### config.mk
export PLATFORM = sky130hd
export DESIGN_NAME = ulc_top
export DESIGN_NICKNAME = d
export VERILOG_FILES = /design/src/shared/ulc_pkg.sv /design/src/shared/ulc_cfg_if.sv /design/src/rtl/ulc_top.sv /design/src/rtl/ulc_tick.sv /design/src/rtl/ulc_axil_regs.sv
export SDC_FILE = /design/constraint.sdc
export NUM_CORES = 1
export LEC_CHECK = 0
export BUFFER_PORTS_ARGS = -buffer_cell sky130_fd_sc_hd__clkbuf_2
export CORE_ASPECT_RATIO = 1.4
export CORE_MARGIN = 2
export CORE_UTILIZATION = 57
export DETAILED_ROUTE_END_ITERATION = 16
export MAX_ROUTING_LAYER = met4
export PLACE_DENSITY = 0.79
export SYNTH_ARGS = -nofsm -noshare
export SYNTH_HDL_FRONTEND = slang
export SYNTH_HIERARCHICAL = 1
export SYNTH_SLANG_ARGS = --single-unit
### constraint.sdc
create_clock -name aclk -period 5.65 [get_ports aclk]
set_input_delay 1.13 -clock aclk [delete_from_list [all_inputs] [get_ports aclk]]
set_output_delay 1.13 -clock aclk [all_outputs]
set_load 0.005 [all_outputs]
### src/shared/ulc_pkg.sv
// Constants and types shared by the USB log session controller
package ulc_pkg;
  // ****
  // Timing
  // ****
  localparam int CLK_HZ = 125000000;
  localparam int MS_PER_S = 1000;
  localparam int CYC_PER_MS = CLK_HZ / MS_PER_S;

  // ****
  // Widths and limits
  // ****
  localparam int VAL_W = 16;
  localparam int ALM_W = 8;
  localparam int FNUM_W = 11;
  localparam logic [FNUM_W-1:0] FIRST_FILE = 11'h001;
  localparam logic [FNUM_W-1:0] MAX_FILES = 11'h400;
  localparam logic [32:0] MAX_FILE_BYTES = 33'h100000000;

  // ****
  // Register map
  // ****
  localparam logic [7:0] OFF_CTRL = 8'h00;
  localparam logic [7:0] OFF_CMD = 8'h04;
  localparam logic [7:0] OFF_INTERVAL = 8'h08;
  localparam logic [7:0] OFF_STATUS = 8'h0c;
  localparam logic [7:0] OFF_ELAPSED = 8'h10;
  localparam logic [7:0] OFF_RECORDS = 8'h14;
  localparam logic [7:0] OFF_FILE = 8'h18;
  localparam int CTRL_EN = 0;
  localparam int CTRL_MANUAL = 1;
  localparam int CTRL_MODE_SET = 2;
  localparam int CTRL_SEP_US = 3;
  localparam int CTRL_NO_UNITS = 4;
  localparam logic [31:0] CTRL_MASK = 32'h0000001f;
  localparam logic [31:0] CTRL_RST = 32'h00000000;
  localparam logic [31:0] INTERVAL_RST = 32'h00000000;
  localparam int CMD_START = 0;
  localparam int CMD_STOP = 1;
  localparam logic [1:0] RESP_OKAY = 2'h0;
  localparam logic [1:0] RESP_SLVERR = 2'h2;

  typedef enum logic [1:0] {
    REG_CV = 2'b00,
    REG_CC = 2'b01,
    REG_CP = 2'b10,
    REG_CR = 2'b11
  } ulc_reg_mode_e;

  typedef struct packed {
    logic [VAL_W-1:0] u_set;
    logic [VAL_W-1:0] u_act;
    logic [VAL_W-1:0] i_set;
    logic [VAL_W-1:0] i_act;
    logic [VAL_W-1:0] p_set;
    logic [VAL_W-1:0] p_act;
    logic [VAL_W-1:0] r_set;
    logic [VAL_W-1:0] r_act;
  } ulc_meas_s;

  typedef struct packed {
    ulc_meas_s meas;
    logic r_na;
    logic r_mode_on;
    logic output_on;
    ulc_reg_mode_e reg_mode;
    logic [ALM_W-1:0] alarms;
    logic [31:0] elapsed_ms;
    logic sep_us;
    logic no_units;
  } ulc_rec_s;
endpackage

### src/shared/ulc_cfg_if.sv
// Settings and status carried between the register slave and the session core
`timescale 1ns/100ps
interface ulc_cfg_if;
  import ulc_pkg::*;
  logic enable;
  logic manual;
  logic mode_set;
  logic sep_us;
  logic no_units;
  logic [31:0] interval_ms;
  logic start_cmd;
  logic stop_cmd;
  logic [31:0] status;
  logic [31:0] elapsed_ms;
  logic [31:0] rec_count;
  logic [FNUM_W-1:0] file_num;
  modport regs(output enable, manual, mode_set, sep_us, no_units, interval_ms, start_cmd, stop_cmd,
               input status, elapsed_ms, rec_count, file_num);
  modport core(input enable, manual, mode_set, sep_us, no_units, interval_ms, start_cmd, stop_cmd,
               output status, elapsed_ms, rec_count, file_num);
endinterface

### src/rtl/ulc_top.sv
// Session controller that records instrument data to a removable USB stick
//
// Decided for this implementation: the AXI4-Lite slave port and the address map.
`timescale 1ns/100ps

// Operation
// - Sessions start only when enabled and interval and start/stop mode are set.
// - Output-linked mode starts a session on every DC output turn-on.
// - Manual mode starts and stops only on register commands, ignoring the output.
// - Active flag while a session runs; error flag on stick full or removal.
// - A stop command, or in output-linked mode a DC output turn-off, ends the session and closes its file.
// - Each start opens a new file numbered from 1, skipping numbers already used.
// - No single log file grows beyond 4 GB.
// - No more than 1024 log files are kept in the folder.
// - Output-linked mode also ends logging when an alarm forces the output off.
// - Manual mode keeps recording through alarms.
// - Records hold elapsed session time plus set and actual U, I and P.
// - Records hold regulation mode, alarm status, resistance flag and output state.
// - Resistance values are genuine only in resistance mode, else not-applicable.
// - A setting selects European or US column separators.
// - Units are appended by default; a setting suppresses them.
module ulc_top #(
  parameter int CYC_PER_MS = ulc_pkg::CYC_PER_MS
) (
  input wire logic aclk,
  input wire logic aresetn,
  input wire logic ce,
  input wire logic [7:0] s_axi_awaddr,
  input wire logic s_axi_awvalid,
  output logic s_axi_awready,
  input wire logic [31:0] s_axi_wdata,
  input wire logic [3:0] s_axi_wstrb,
  input wire logic s_axi_wvalid,
  output logic s_axi_wready,
  output logic [1:0] s_axi_bresp,
  output logic s_axi_bvalid,
  input wire logic s_axi_bready,
  input wire logic [7:0] s_axi_araddr,
  input wire logic s_axi_arvalid,
  output logic s_axi_arready,
  output logic [31:0] s_axi_rdata,
  output logic [1:0] s_axi_rresp,
  output logic s_axi_rvalid,
  input wire logic s_axi_rready,
  input wire logic dc_output_on,
  input wire ulc_pkg::ulc_reg_mode_e reg_mode,
  input wire logic resistance_regulation_mode,
  input wire logic [ulc_pkg::ALM_W-1:0] alarm_status,
  input wire ulc_pkg::ulc_meas_s meas,
  input wire logic stick_present_pin,
  input wire logic stick_full_pin,
  output logic probe_req,
  output logic [ulc_pkg::FNUM_W-1:0] probe_num,
  input wire logic probe_done,
  input wire logic probe_exists,
  output logic file_open,
  output logic file_close,
  output logic [ulc_pkg::FNUM_W-1:0] file_num,
  output logic rec_valid,
  input wire logic rec_ready,
  output ulc_pkg::ulc_rec_s rec_data,
  input wire logic [15:0] rec_len,
  output logic logging_active,
  output logic logging_error
);
  import ulc_pkg::*;

  // ****
  // State
  // ****
  typedef enum logic [1:0] {
    S_IDLE = 2'b00,
    S_PROBE = 2'b01,
    S_WAIT = 2'b10,
    S_RUN = 2'b11
  } ulc_state_e;

  typedef struct packed {
    ulc_state_e state;
    logic [2:0] pres_s;
    logic [2:0] full_s;
    logic present;
    logic full;
    logic dc_d;
    logic [FNUM_W-1:0] cand;
    logic [FNUM_W-1:0] file;
    logic probe_req;
    logic file_open;
    logic file_close;
    logic active;
    logic err_full;
    logic err_removed;
    logic err_size;
    logic err_count;
    logic rec_valid;
    ulc_rec_s rec;
    logic [32:0] size;
    logic [31:0] rec_count;
  } ulc_core_s;
  ulc_core_s q, next_q;

  ulc_cfg_if cfg();

  logic [31:0] elapsed_ms;
  logic tick;
  logic cfg_ok;
  logic dc_rise;
  logic dc_fall;
  logic start_req;
  logic stop_req;
  logic halted;
  logic over_size;
  logic [32:0] size_after;

  // ****
  // Submodules
  // ****
  ulc_axil_regs u_regs (
    .aclk(aclk),
    .aresetn(aresetn),
    .ce(ce),
    .s_axi_awaddr(s_axi_awaddr),
    .s_axi_awvalid(s_axi_awvalid),
    .s_axi_awready(s_axi_awready),
    .s_axi_wdata(s_axi_wdata),
    .s_axi_wstrb(s_axi_wstrb),
    .s_axi_wvalid(s_axi_wvalid),
    .s_axi_wready(s_axi_wready),
    .s_axi_bresp(s_axi_bresp),
    .s_axi_bvalid(s_axi_bvalid),
    .s_axi_bready(s_axi_bready),
    .s_axi_araddr(s_axi_araddr),
    .s_axi_arvalid(s_axi_arvalid),
    .s_axi_arready(s_axi_arready),
    .s_axi_rdata(s_axi_rdata),
    .s_axi_rresp(s_axi_rresp),
    .s_axi_rvalid(s_axi_rvalid),
    .s_axi_rready(s_axi_rready),
    .cfg(cfg.regs)
  );

  ulc_tick #(
    .CYC_PER_MS(CYC_PER_MS)
  ) u_tick (
    .aclk(aclk),
    .aresetn(aresetn),
    .ce(ce),
    .run(q.active),
    .interval_ms(cfg.interval_ms),
    .elapsed_ms(elapsed_ms),
    .tick(tick)
  );

  // ****
  // Outputs and status
  // ****
  assign probe_req = q.probe_req;
  assign probe_num = q.cand;
  assign file_open = q.file_open;
  assign file_close = q.file_close;
  assign file_num = q.file;
  assign rec_data = q.rec;
  assign logging_active = q.active;
  assign logging_error = q.err_full || q.err_removed || q.err_size || q.err_count;
  assign halted = logging_error;

  assign size_after = q.size + {17'h0, rec_len};
  assign over_size = size_after > MAX_FILE_BYTES;
  assign rec_valid = q.rec_valid && !over_size && !halted;

  assign cfg.status = {25'h0, q.present, q.err_count, q.err_size, q.err_removed, q.err_full,
                       logging_error, q.active};
  assign cfg.elapsed_ms = elapsed_ms;
  assign cfg.rec_count = q.rec_count;
  assign cfg.file_num = q.file;

  // ****
  // Start and stop decisions
  // ****
  assign dc_rise = dc_output_on && !q.dc_d;
  assign dc_fall = !dc_output_on && q.dc_d;
  assign cfg_ok = cfg.enable && cfg.mode_set && (cfg.interval_ms != 32'h0);
  // output-linked start; manual start from command only
  assign start_req = cfg_ok && (cfg.manual ? cfg.start_cmd : dc_rise);
  // stop on command or output off; alarm trips show up as output off
  // manual mode looks only at the command, so alarms do not end it
  assign stop_req = cfg.stop_cmd || (!cfg.manual && dc_fall);

  always_comb begin
    next_q = q;
    next_q.probe_req = 1'b0;
    next_q.file_open = 1'b0;
    next_q.file_close = 1'b0;
    next_q.dc_d = dc_output_on;

    // Pin levels count once two stages agree
    next_q.pres_s = {q.pres_s[1:0], stick_present_pin};
    next_q.full_s = {q.full_s[1:0], stick_full_pin};
    if (q.pres_s[1] == q.pres_s[2]) begin
      next_q.present = q.pres_s[2];
    end
    if (q.full_s[1] == q.full_s[2]) begin
      next_q.full = q.full_s[2];
    end

    unique case (q.state)
      S_IDLE: begin
        if (start_req && q.present) begin
          // numbering restarts at one for every session
          next_q.cand = FIRST_FILE;
          next_q.err_full = 1'b0;
          next_q.err_removed = 1'b0;
          next_q.err_size = 1'b0;
          next_q.err_count = 1'b0;
          next_q.state = S_PROBE;
        end
      end
      S_PROBE: begin
        next_q.probe_req = 1'b1;
        next_q.state = S_WAIT;
      end
      S_WAIT: begin
        if (stop_req || !q.present) begin
          next_q.err_removed = !q.present;
          next_q.state = S_IDLE;
        end else if (probe_done) begin
          if (!probe_exists) begin
            next_q.file = q.cand;
            next_q.file_open = 1'b1;
            next_q.active = 1'b1;
            next_q.size = '0;
            next_q.rec_count = '0;
            next_q.rec_valid = 1'b0;
            next_q.state = S_RUN;
          end else if (q.cand == MAX_FILES) begin
            next_q.err_count = 1'b1;
            next_q.state = S_IDLE;
          end else begin
            next_q.cand = q.cand + FNUM_W'(1);
            next_q.state = S_PROBE;
          end
        end
      end
      S_RUN: begin
        if (!q.present) begin
          next_q.err_removed = 1'b1;
        end
        if (q.full) begin
          next_q.err_full = 1'b1;
        end
        if (q.rec_valid && over_size) begin
          next_q.err_size = 1'b1;
        end
        if (rec_valid && rec_ready) begin
          next_q.rec_valid = 1'b0;
          next_q.size = size_after;
          next_q.rec_count = q.rec_count + 32'h1;
        end
        // pending record dropped once an error stands
        if (halted) begin
          next_q.rec_valid = 1'b0;
        end
        // one record captured per interval strobe
        if (tick && !halted && !q.rec_valid) begin
          next_q.rec_valid = 1'b1;
          next_q.rec.meas = meas;
          next_q.rec.elapsed_ms = elapsed_ms;
          next_q.rec.r_na = !resistance_regulation_mode;
          next_q.rec.meas.r_set = resistance_regulation_mode ? meas.r_set : '0;
          next_q.rec.meas.r_act = resistance_regulation_mode ? meas.r_act : '0;
          next_q.rec.r_mode_on = resistance_regulation_mode;
          next_q.rec.output_on = dc_output_on;
          next_q.rec.reg_mode = reg_mode;
          next_q.rec.alarms = alarm_status;
          next_q.rec.sep_us = cfg.sep_us;
          next_q.rec.no_units = cfg.no_units;
        end
        // end the session and close its file
        if (stop_req) begin
          next_q.rec_valid = 1'b0;
          next_q.active = 1'b0;
          next_q.file_close = 1'b1;
          next_q.state = S_IDLE;
        end
      end
    endcase
  end

  always_ff @(posedge aclk) begin
    if (!aresetn) begin
      q <= '0;
      q.state <= S_IDLE;
    end else if (ce) begin
      q <= next_q;
    end
  end
endmodule

### src/rtl/ulc_tick.sv
// Millisecond session clock and record interval strobe
`timescale 1ns/100ps
module ulc_tick #(
  parameter int CYC_PER_MS = ulc_pkg::CYC_PER_MS
) (
  input wire logic aclk,
  input wire logic aresetn,
  input wire logic ce,
  input wire logic run,
  input wire logic [31:0] interval_ms,
  output logic [31:0] elapsed_ms,
  output logic tick
);
  import ulc_pkg::*;
  localparam int CW = $clog2(CYC_PER_MS + 1);
  localparam logic [CW-1:0] PRE_LAST = CW'(CYC_PER_MS - 1);

  typedef struct packed {
    logic [CW-1:0] pre;
    logic [31:0] ms;
    logic [31:0] iv;
    logic tick;
  } ulc_tick_s;
  ulc_tick_s q, next_q;

  assign elapsed_ms = q.ms;
  assign tick = q.tick;

  always_comb begin
    next_q = q;
    next_q.tick = 1'b0;
    if (!run) begin
      // Held at zero so every session is timed from its own start
      next_q.pre = '0;
      next_q.ms = '0;
      next_q.iv = '0;
    end else if (q.pre == PRE_LAST) begin
      next_q.pre = '0;
      next_q.ms = q.ms + 32'h1;
      if (q.iv + 32'h1 >= interval_ms) begin
        next_q.iv = '0;
        next_q.tick = 1'b1;
      end else begin
        next_q.iv = q.iv + 32'h1;
      end
    end else begin
      next_q.pre = q.pre + CW'(1);
    end
  end

  always_ff @(posedge aclk) begin
    if (!aresetn) begin
      q <= '0;
    end else if (ce) begin
      q <= next_q;
    end
  end
endmodule

### src/rtl/ulc_axil_regs.sv
// AXI4-Lite register slave of the USB log session controller
`timescale 1ns/100ps
module ulc_axil_regs (
  input wire logic aclk,
  input wire logic aresetn,
  input wire logic ce,
  input wire logic [7:0] s_axi_awaddr,
  input wire logic s_axi_awvalid,
  output logic s_axi_awready,
  input wire logic [31:0] s_axi_wdata,
  input wire logic [3:0] s_axi_wstrb,
  input wire logic s_axi_wvalid,
  output logic s_axi_wready,
  output logic [1:0] s_axi_bresp,
  output logic s_axi_bvalid,
  input wire logic s_axi_bready,
  input wire logic [7:0] s_axi_araddr,
  input wire logic s_axi_arvalid,
  output logic s_axi_arready,
  output logic [31:0] s_axi_rdata,
  output logic [1:0] s_axi_rresp,
  output logic s_axi_rvalid,
  input wire logic s_axi_rready,
  ulc_cfg_if.regs cfg
);
  import ulc_pkg::*;

  typedef struct packed {
    logic aw_got;
    logic [7:0] awaddr;
    logic w_got;
    logic [31:0] wdata;
    logic [3:0] wstrb;
    logic bvalid;
    logic [1:0] bresp;
    logic rvalid;
    logic [31:0] rdata;
    logic [1:0] rresp;
    logic [31:0] ctrl;
    logic [31:0] interval;
    logic start;
    logic stop;
  } ulc_axs_s;
  ulc_axs_s q, next_q;
  logic [31:0] rd;
  logic rd_ok;

  function automatic logic [31:0] merge(input logic [31:0] old, input logic [31:0] d, input logic [3:0] be);
    logic [31:0] r;
    r = old;
    for (int i = 0; i < 4; i++) begin
      if (be[i]) begin
        r[8*i +: 8] = d[8*i +: 8];
      end
    end
    return r;
  endfunction

  // Readies drop while a response is owed
  assign s_axi_awready = ce && !q.aw_got && !q.bvalid;
  assign s_axi_wready = ce && !q.w_got && !q.bvalid;
  assign s_axi_arready = ce && !q.rvalid;
  assign s_axi_bvalid = q.bvalid;
  assign s_axi_bresp = q.bresp;
  assign s_axi_rvalid = q.rvalid;
  assign s_axi_rdata = q.rdata;
  assign s_axi_rresp = q.rresp;
  assign cfg.enable = q.ctrl[CTRL_EN];
  assign cfg.manual = q.ctrl[CTRL_MANUAL];
  assign cfg.mode_set = q.ctrl[CTRL_MODE_SET];
  assign cfg.sep_us = q.ctrl[CTRL_SEP_US];
  assign cfg.no_units = q.ctrl[CTRL_NO_UNITS];
  assign cfg.interval_ms = q.interval;
  assign cfg.start_cmd = q.start;
  assign cfg.stop_cmd = q.stop;

  always_comb begin
    rd = '0;
    rd_ok = 1'b1;
    case (s_axi_araddr)
      OFF_CTRL: rd = q.ctrl;
      OFF_CMD: rd = '0;
      OFF_INTERVAL: rd = q.interval;
      OFF_STATUS: rd = cfg.status;
      OFF_ELAPSED: rd = cfg.elapsed_ms;
      OFF_RECORDS: rd = cfg.rec_count;
      OFF_FILE: rd = {{(32-FNUM_W){1'b0}}, cfg.file_num};
      default: rd_ok = 1'b0;
    endcase
  end

  always_comb begin
    next_q = q;
    next_q.start = 1'b0;
    next_q.stop = 1'b0;
    if (s_axi_awvalid && s_axi_awready) begin
      next_q.aw_got = 1'b1;
      next_q.awaddr = s_axi_awaddr;
    end
    if (s_axi_wvalid && s_axi_wready) begin
      next_q.w_got = 1'b1;
      next_q.wdata = s_axi_wdata;
      next_q.wstrb = s_axi_wstrb;
    end
    if (q.aw_got && q.w_got) begin
      next_q.aw_got = 1'b0;
      next_q.w_got = 1'b0;
      next_q.bvalid = 1'b1;
      next_q.bresp = RESP_OKAY;
      case (q.awaddr)
        OFF_CTRL: next_q.ctrl = merge(q.ctrl, q.wdata, q.wstrb) & CTRL_MASK;
        OFF_INTERVAL: next_q.interval = merge(q.interval, q.wdata, q.wstrb);
        OFF_CMD: begin
          next_q.start = q.wstrb[0] && q.wdata[CMD_START];
          next_q.stop = q.wstrb[0] && q.wdata[CMD_STOP];
        end
        OFF_STATUS, OFF_ELAPSED, OFF_RECORDS, OFF_FILE: next_q.bresp = RESP_OKAY;
        default: next_q.bresp = RESP_SLVERR;
      endcase
    end
    if (q.bvalid && s_axi_bready) begin
      next_q.bvalid = 1'b0;
    end
    if (s_axi_arvalid && s_axi_arready) begin
      next_q.rvalid = 1'b1;
      next_q.rdata = rd;
      next_q.rresp = rd_ok ? RESP_OKAY : RESP_SLVERR;
    end else if (q.rvalid && s_axi_rready) begin
      next_q.rvalid = 1'b0;
    end
  end

  always_ff @(posedge aclk) begin
    if (!aresetn) begin
      q <= '0;
      q.ctrl <= CTRL_RST;
      q.interval <= INTERVAL_RST;
    end else if (ce) begin
      q <= next_q;
    end
  end
endmodule

### Word level (Yosys, flattened, before mapping)

Cells that the tools add are included.

* flip-flop bits (word level): 487
* input port bits: 221
* output and inout port bits: 244
* word-level logic and storage cells: 257

* add/sub/neg operators: 6
* order comparisons: 2
* equality and inequality tests: 35
* mux-type cells: 72
* bitwise operators: 2
* reduce and logical (&&, ||, !) cells: 84

Operator list (count)
* two-way mux 65 bit: 5
* one-hot mux 32 bit (6 select lines): 1
* two-way mux 176 bit: 1
* one-hot mux 65 bit (2 select lines): 1
* adder 32 x 1 -> 32 bit (second input constant): 3
* two-way mux 81 bit: 1
* equality test 8 x 5 -> 1 bit (second input constant): 6
* two-way mux 11 bit: 4
* two-way mux 22 bit: 2
* two-way mux 37 bit: 1
* adder 33 x 16 -> 33 bit: 1
* > comparator 33 bit (second input constant): 1
* equality test 8 x 4 -> 1 bit (second input constant): 4
* greater-or-equal comparator 32 bit: 1
* two-way mux 16 bit: 2
* two-way mux 32 bit: 1
* AND reduction 4 bit: 8
* nonzero test 32 bit: 1
* two-way mux 1 bit: 29
* logical AND 1 bit: 26
* inequality test 2 bit (second input constant): 13
* two-way mux 2 bit: 12
* one-hot mux 11 bit (2 select lines): 1
* AND reduction 2 bit: 11
* 30 further kinds: 65

### Depth between registers and ports, before layout

* depth after elaboration: 11
* gate-level depth with buffers: 16
* gate-level depth less buffers: 13

### Modules after synthesis

Netlist, hierarchy kept.

Modules (own cells, without submodules)
* ulc_top: instances 1, cells an instance 1785, area an instance 13890.8 um2, seq. area each 5645.4 um2
* ulc_axil_regs: instances 1, cells an instance 698, area an instance 6341.1 um2, seq. area each 2422.3 um2
* ulc_tick: instances 1, cells an instance 589, area an instance 4976.0 um2, seq. area each 1641.6 um2

### Worst setup path before layout

OpenSTA, ideal clock, no wires.

* kind: in2out
* start point: input port rec_len[0]
* end point: output port rec_valid
* data arrival time: 4.079 ns
* required time: 4.520 ns
* path slack: 0.441 ns
* stages on the path: 11
* buffers on the path: 0
* cell sequence: ha_1 -> fa_1 -> a211oi_2 -> o31ai_4 -> xor2_1 -> a311o_1 -> nor4_1 -> nand4_1 -> or4_4 -> o31ai_1 -> and3_1

* word-level cells in the longest chain between the ends: 5

RTL lines
* start, declared: line ulc_top.sv:62 `input wire logic [15:0] rec_len,`
* adder 33 x 16 -> 33 bit: line ulc_top.sv:167 `assign size_after = q.size + {17'h0, rec_len};`
* > comparator 33 bit: line ulc_top.sv:168 `assign over_size = size_after > MAX_FILE_BYTES;`
* zero test 1 bit: line ulc_top.sv:169 `assign rec_valid = q.rec_valid && !over_size && !halted;`
* logical AND 1 bit (2 in a row): line ulc_top.sv:169
* end, declared: line ulc_top.sv:59 `output logic rec_valid,`

No other way between the ends.

### Worst setup path in the final report

* start point: input port rec_len[4]
* end point: output port rec_valid

The elaborated chain is that of the path after synthesis.

==> impl_results.md <==
* Status: finished clean
* Share of layout cells above drive strength 1 at 20.6%
* Crit-path leading delay family: compound AO/OA/AOI/OAI gates
* Die area at roughly 46000 µm²
* Total chip power at between 7 and 8 mW
* Number of synthesized flops with an enable pin at 0
* Post-Synth XOR/XNOR Area at 2.95%
* Tcrit/Tclk final at 97.2%
* Max clock buf depth at 3
* Cts bufs inserted at 47
* Final hold violation count at 0
* All-layer global routing usage at 31.0%
* Adder-cell share of the synthesized area at 2.76%
* Hold depth at 2
* Drt drc at 0
* First-pass GRT wire length at around 110000 µm
* Cell Count, Final, Fillers Out at around 3800
* Reg2Reg Depth at 14
* CP peak stage delay at 560 ps
* DP Cell Count at 3701
* Worst setup EP type: output port
* Die Span Y at 253 µm
* Worst r2r src: q[32]
* Worst Tran Pin Value at 1250 ps
* Synth area leader: dfxtp_1
* Buf/Inv on CP at 3
* CTS tree: yes
* Final #Nets at 3470
* Initial antenna violation count at 0
* Root Driver: clkbuf_16
* Via density at 5.89
* Hold Path Origin: rec_data[48]
* Commonest non-fill, non-tap cell in the layout: nand2_1
* Ys async rst share at 0%
* Number of synthesized register bits at 485
* Initial Util at 57.5%
* Sequential area share after synthesis at roughly two fifths
* Worst Path Required at 4520 ps
* Crit-path cells: clkbuf_2 -> ha_1 -> a21oi_1 -> and2_1 -> a21oi_1 -> buf_4 -> o31ai_1 -> nand3_1 -> o211a_1 -> or4_4 -> o31ai_4 -> and3_4 -> clkbuf_2
* Largest net degree at the start of global routing at 119
* Hold buffers post-CTS at 0
* Slew HR at 16.3%
* Die width at 182 µm
* H-tree levels at 2
* Setup crit start: rec_len[4]
* Worst hold endpoint: rec_data[48]
* Antenna diode count at 0
* VDD IR-drop max at 0.000242 V
* Compound-Gate Fraction of Synth Area at 16.7%
* DRT iter0 DRCs at 1680
* Critical-path top delay cell: or4_4
* Max Fanout on Critical Path at 6
* # port buffers at around 460
* Clock-pin slew on the worst setup and hold paths at 60 ps
* Pleak at 11.0 nW
* Setup CP Type: input pin to output port
* Rows at 91
* Simple-gate area share of the yosys netlist at between 20% and 30%
* Mux cell area share after synthesis at approximately 4.3%
* Clock skew at around 26 ps
* Pre-CTS WS at -10.5 ps
* Post-route minimum period at 5490 ps
* Main combinational cell family by area after synthesis: simple AND/OR/NAND/NOR gates
* Core ar. at approximately 44000 µm²
* Wirelength, routed at about 73000 µm
* Pins over their slew limit at 0
* Antenna viol nets, final at 0
* Peak Freq at 182 MHz
* Power Density at between 200 and 300 nW/µm²
* Clock Latency Late Sink at 590 ps
* Ys flop type: dfxtp_1
* Share of the synthesized area in the top cell type at 38.5%
* Commonest cells after routing, fill and taps aside: 552 x nand2_1, 485 x dfxtp_1, 460 x clkbuf_2, 297 x a21oi_1, 138 x nor2_1
* Clock sinks at 485
* CP Launch Type: input pin
* Min setup slack post-route at 157 ps
* Total number of vias at 22300
* RSZ-0062 raised after global routing: no
* Routed length per placed instance at 19.2 µm
* IO Count at 465
* RR Endpoint: cfg.rec_count[11]
* Final global-route overflow total at 0
* Synth area leaders: dfxtp_1 39%, buf_4 9.0%, nand2_1 8.2%
* Synthesized cell area at 25200 µm²
* Final setup viols at 0
* Worst hold slack at 448 ps
* Cell area after layout at 27600 µm²
* Netlist cell types at 106
* Avg Inst Size Synth at 8.21 µm²
* Drt first pass iters at 6
* Routability cong. at 0.959
* R2R Setup Slk at 1180 ps
* Placed Instance Area at 25800 µm²
* Vias in the first global route at ~21000
* Post-DP HPWL at 54400 µm
* Area Overhead vs Synth at 9.32%
* Worst Hold Class: flop to flop
* Max-cap violations at 0
* CP arrival at 4360 ps
* Ys Warns at 6
* Synthesized netlist cell count at between 3000 and 4000
==> power by group <==
group / total, mW / switching (mW) / internal [mW]
Clock: 3.45 / 1.41 / 2.05
Combinational: 0.330 / 0.198 / 0.132
Sequential: 3.46 / 0.0177 / 3.44
==> cell usage after synthesis, types with 6 or more instances <==
cell type and instances:
a22o_1 51, xor2_1 36, mux2i_1 94, nand3_1 97, a21boi_1 17, or3_1 32, a21oi_1 299, nor2_1 138
a22oi_1 25, a211oi_1 6, or2_2 8, buf_4 301, dfxtp_1 485, a31oi_1 14, o211a_1 8, and2_1 18
mux2_2 11, clkbuf_1 126, nor3_1 39, o22ai_1 14, nor3b_1 9, ha_1 54, nor4b_1 7, a21o_1 13
nand2_1 552, inv_1 64, nand4_1 63, o21a_1 13, o21ai_0 80, and4_1 13, or4_1 22, nor2b_1 46
o31ai_1 27, xnor2_1 49, and3_1 23, nor4_1 26, buf_2 25, a21boi_0 42, nand2b_1 9
==> how the worst max path moves through the flow <==
stage                           end  slack [ps]  cells after the start
final                     rec_valid         160                     13
after global routing      rec_valid          20                     14
after CTS                 rec_valid          10                     14
after detailed placement  rec_valid         -10                     14
after global placement    rec_valid           3                     14
after floorplan           rec_valid         440                     11
==> logic make-up after synthesis <==
kind of cell / Yosys count
compound gates: 660
xor+xnor: 85
fa+ha+maj: 55
buf+inv: 533
flops: 485
mux: 106
other cells: 2
simple gates: 1146
==> cell type report <==
class / instances / area (µm²)
repair buffers: 514 / 2770
fillers: 3731 / 16300
multi-input cells: 2079 / 12400
well taps: 558 / 698
clock inverters: 27 / 393
inverters: 67 / 256
flip-flops and latches: 485 / 9710
clock buffers: 60 / 1300
==> stage by stage <==
stage / setup TNS [ps] / utilization, %
6_report: 0 / 62.9
5_1_grt: 0 / 62.9
4_1_cts: 0 / 62.8
3_5_place_dp: -10.5 / 58.9
3_3_place_gp: 0 / 58.9
2_1_floorplan: 0 / -
==> registers in the layout, summed over array words and instances (netlist names), 5 cells and up <==
signal and cells:
cfg.rec_count 32, cfg.status 5, file_num 11, probe_num 11, q 40, rec_data 175
u_regs/cfg.interval_ms 32, u_regs/q 46, u_regs/s_axi_rdata 32, u_tick/elapsed_ms 32, u_tick/q 49
==> worst register-to-register path: cells and delay by family (launching register included) <==
kind                       cells  cell delay [ps]
adders and majority gates      2              640
AOI/OAI and AO/OA              5             1190
and+or+nand+nor                5             1840
buffers and inverters          2              380
DFF                            1              340
==> repair_timing <==
| action | 4_1_cts | 5_1_grt |
|---|---|---|
| pin swaps | 1 | 3 |
| endpoints found under the setup margin | 1 | 1 |
| resized for setup | 1 | 7 |
| setup buffers | 1 | 1 |
==> routing by layer <==
metal / vias to the layer above / wire (µm) / GRT usage (%) / share of wire (%)
li1: 10600 / - / - / -
met1: 10500 / 26500 / 31.9 / 36
met2: 950 / 36600 / 54.7 / 50
met3: 279 / 4330 / 4.47 / 6.0
met4: 0 / 5300 / 21.0 / 7.3
met5: - / 0 / - / 0
Power figures use the tool's default switching activity.
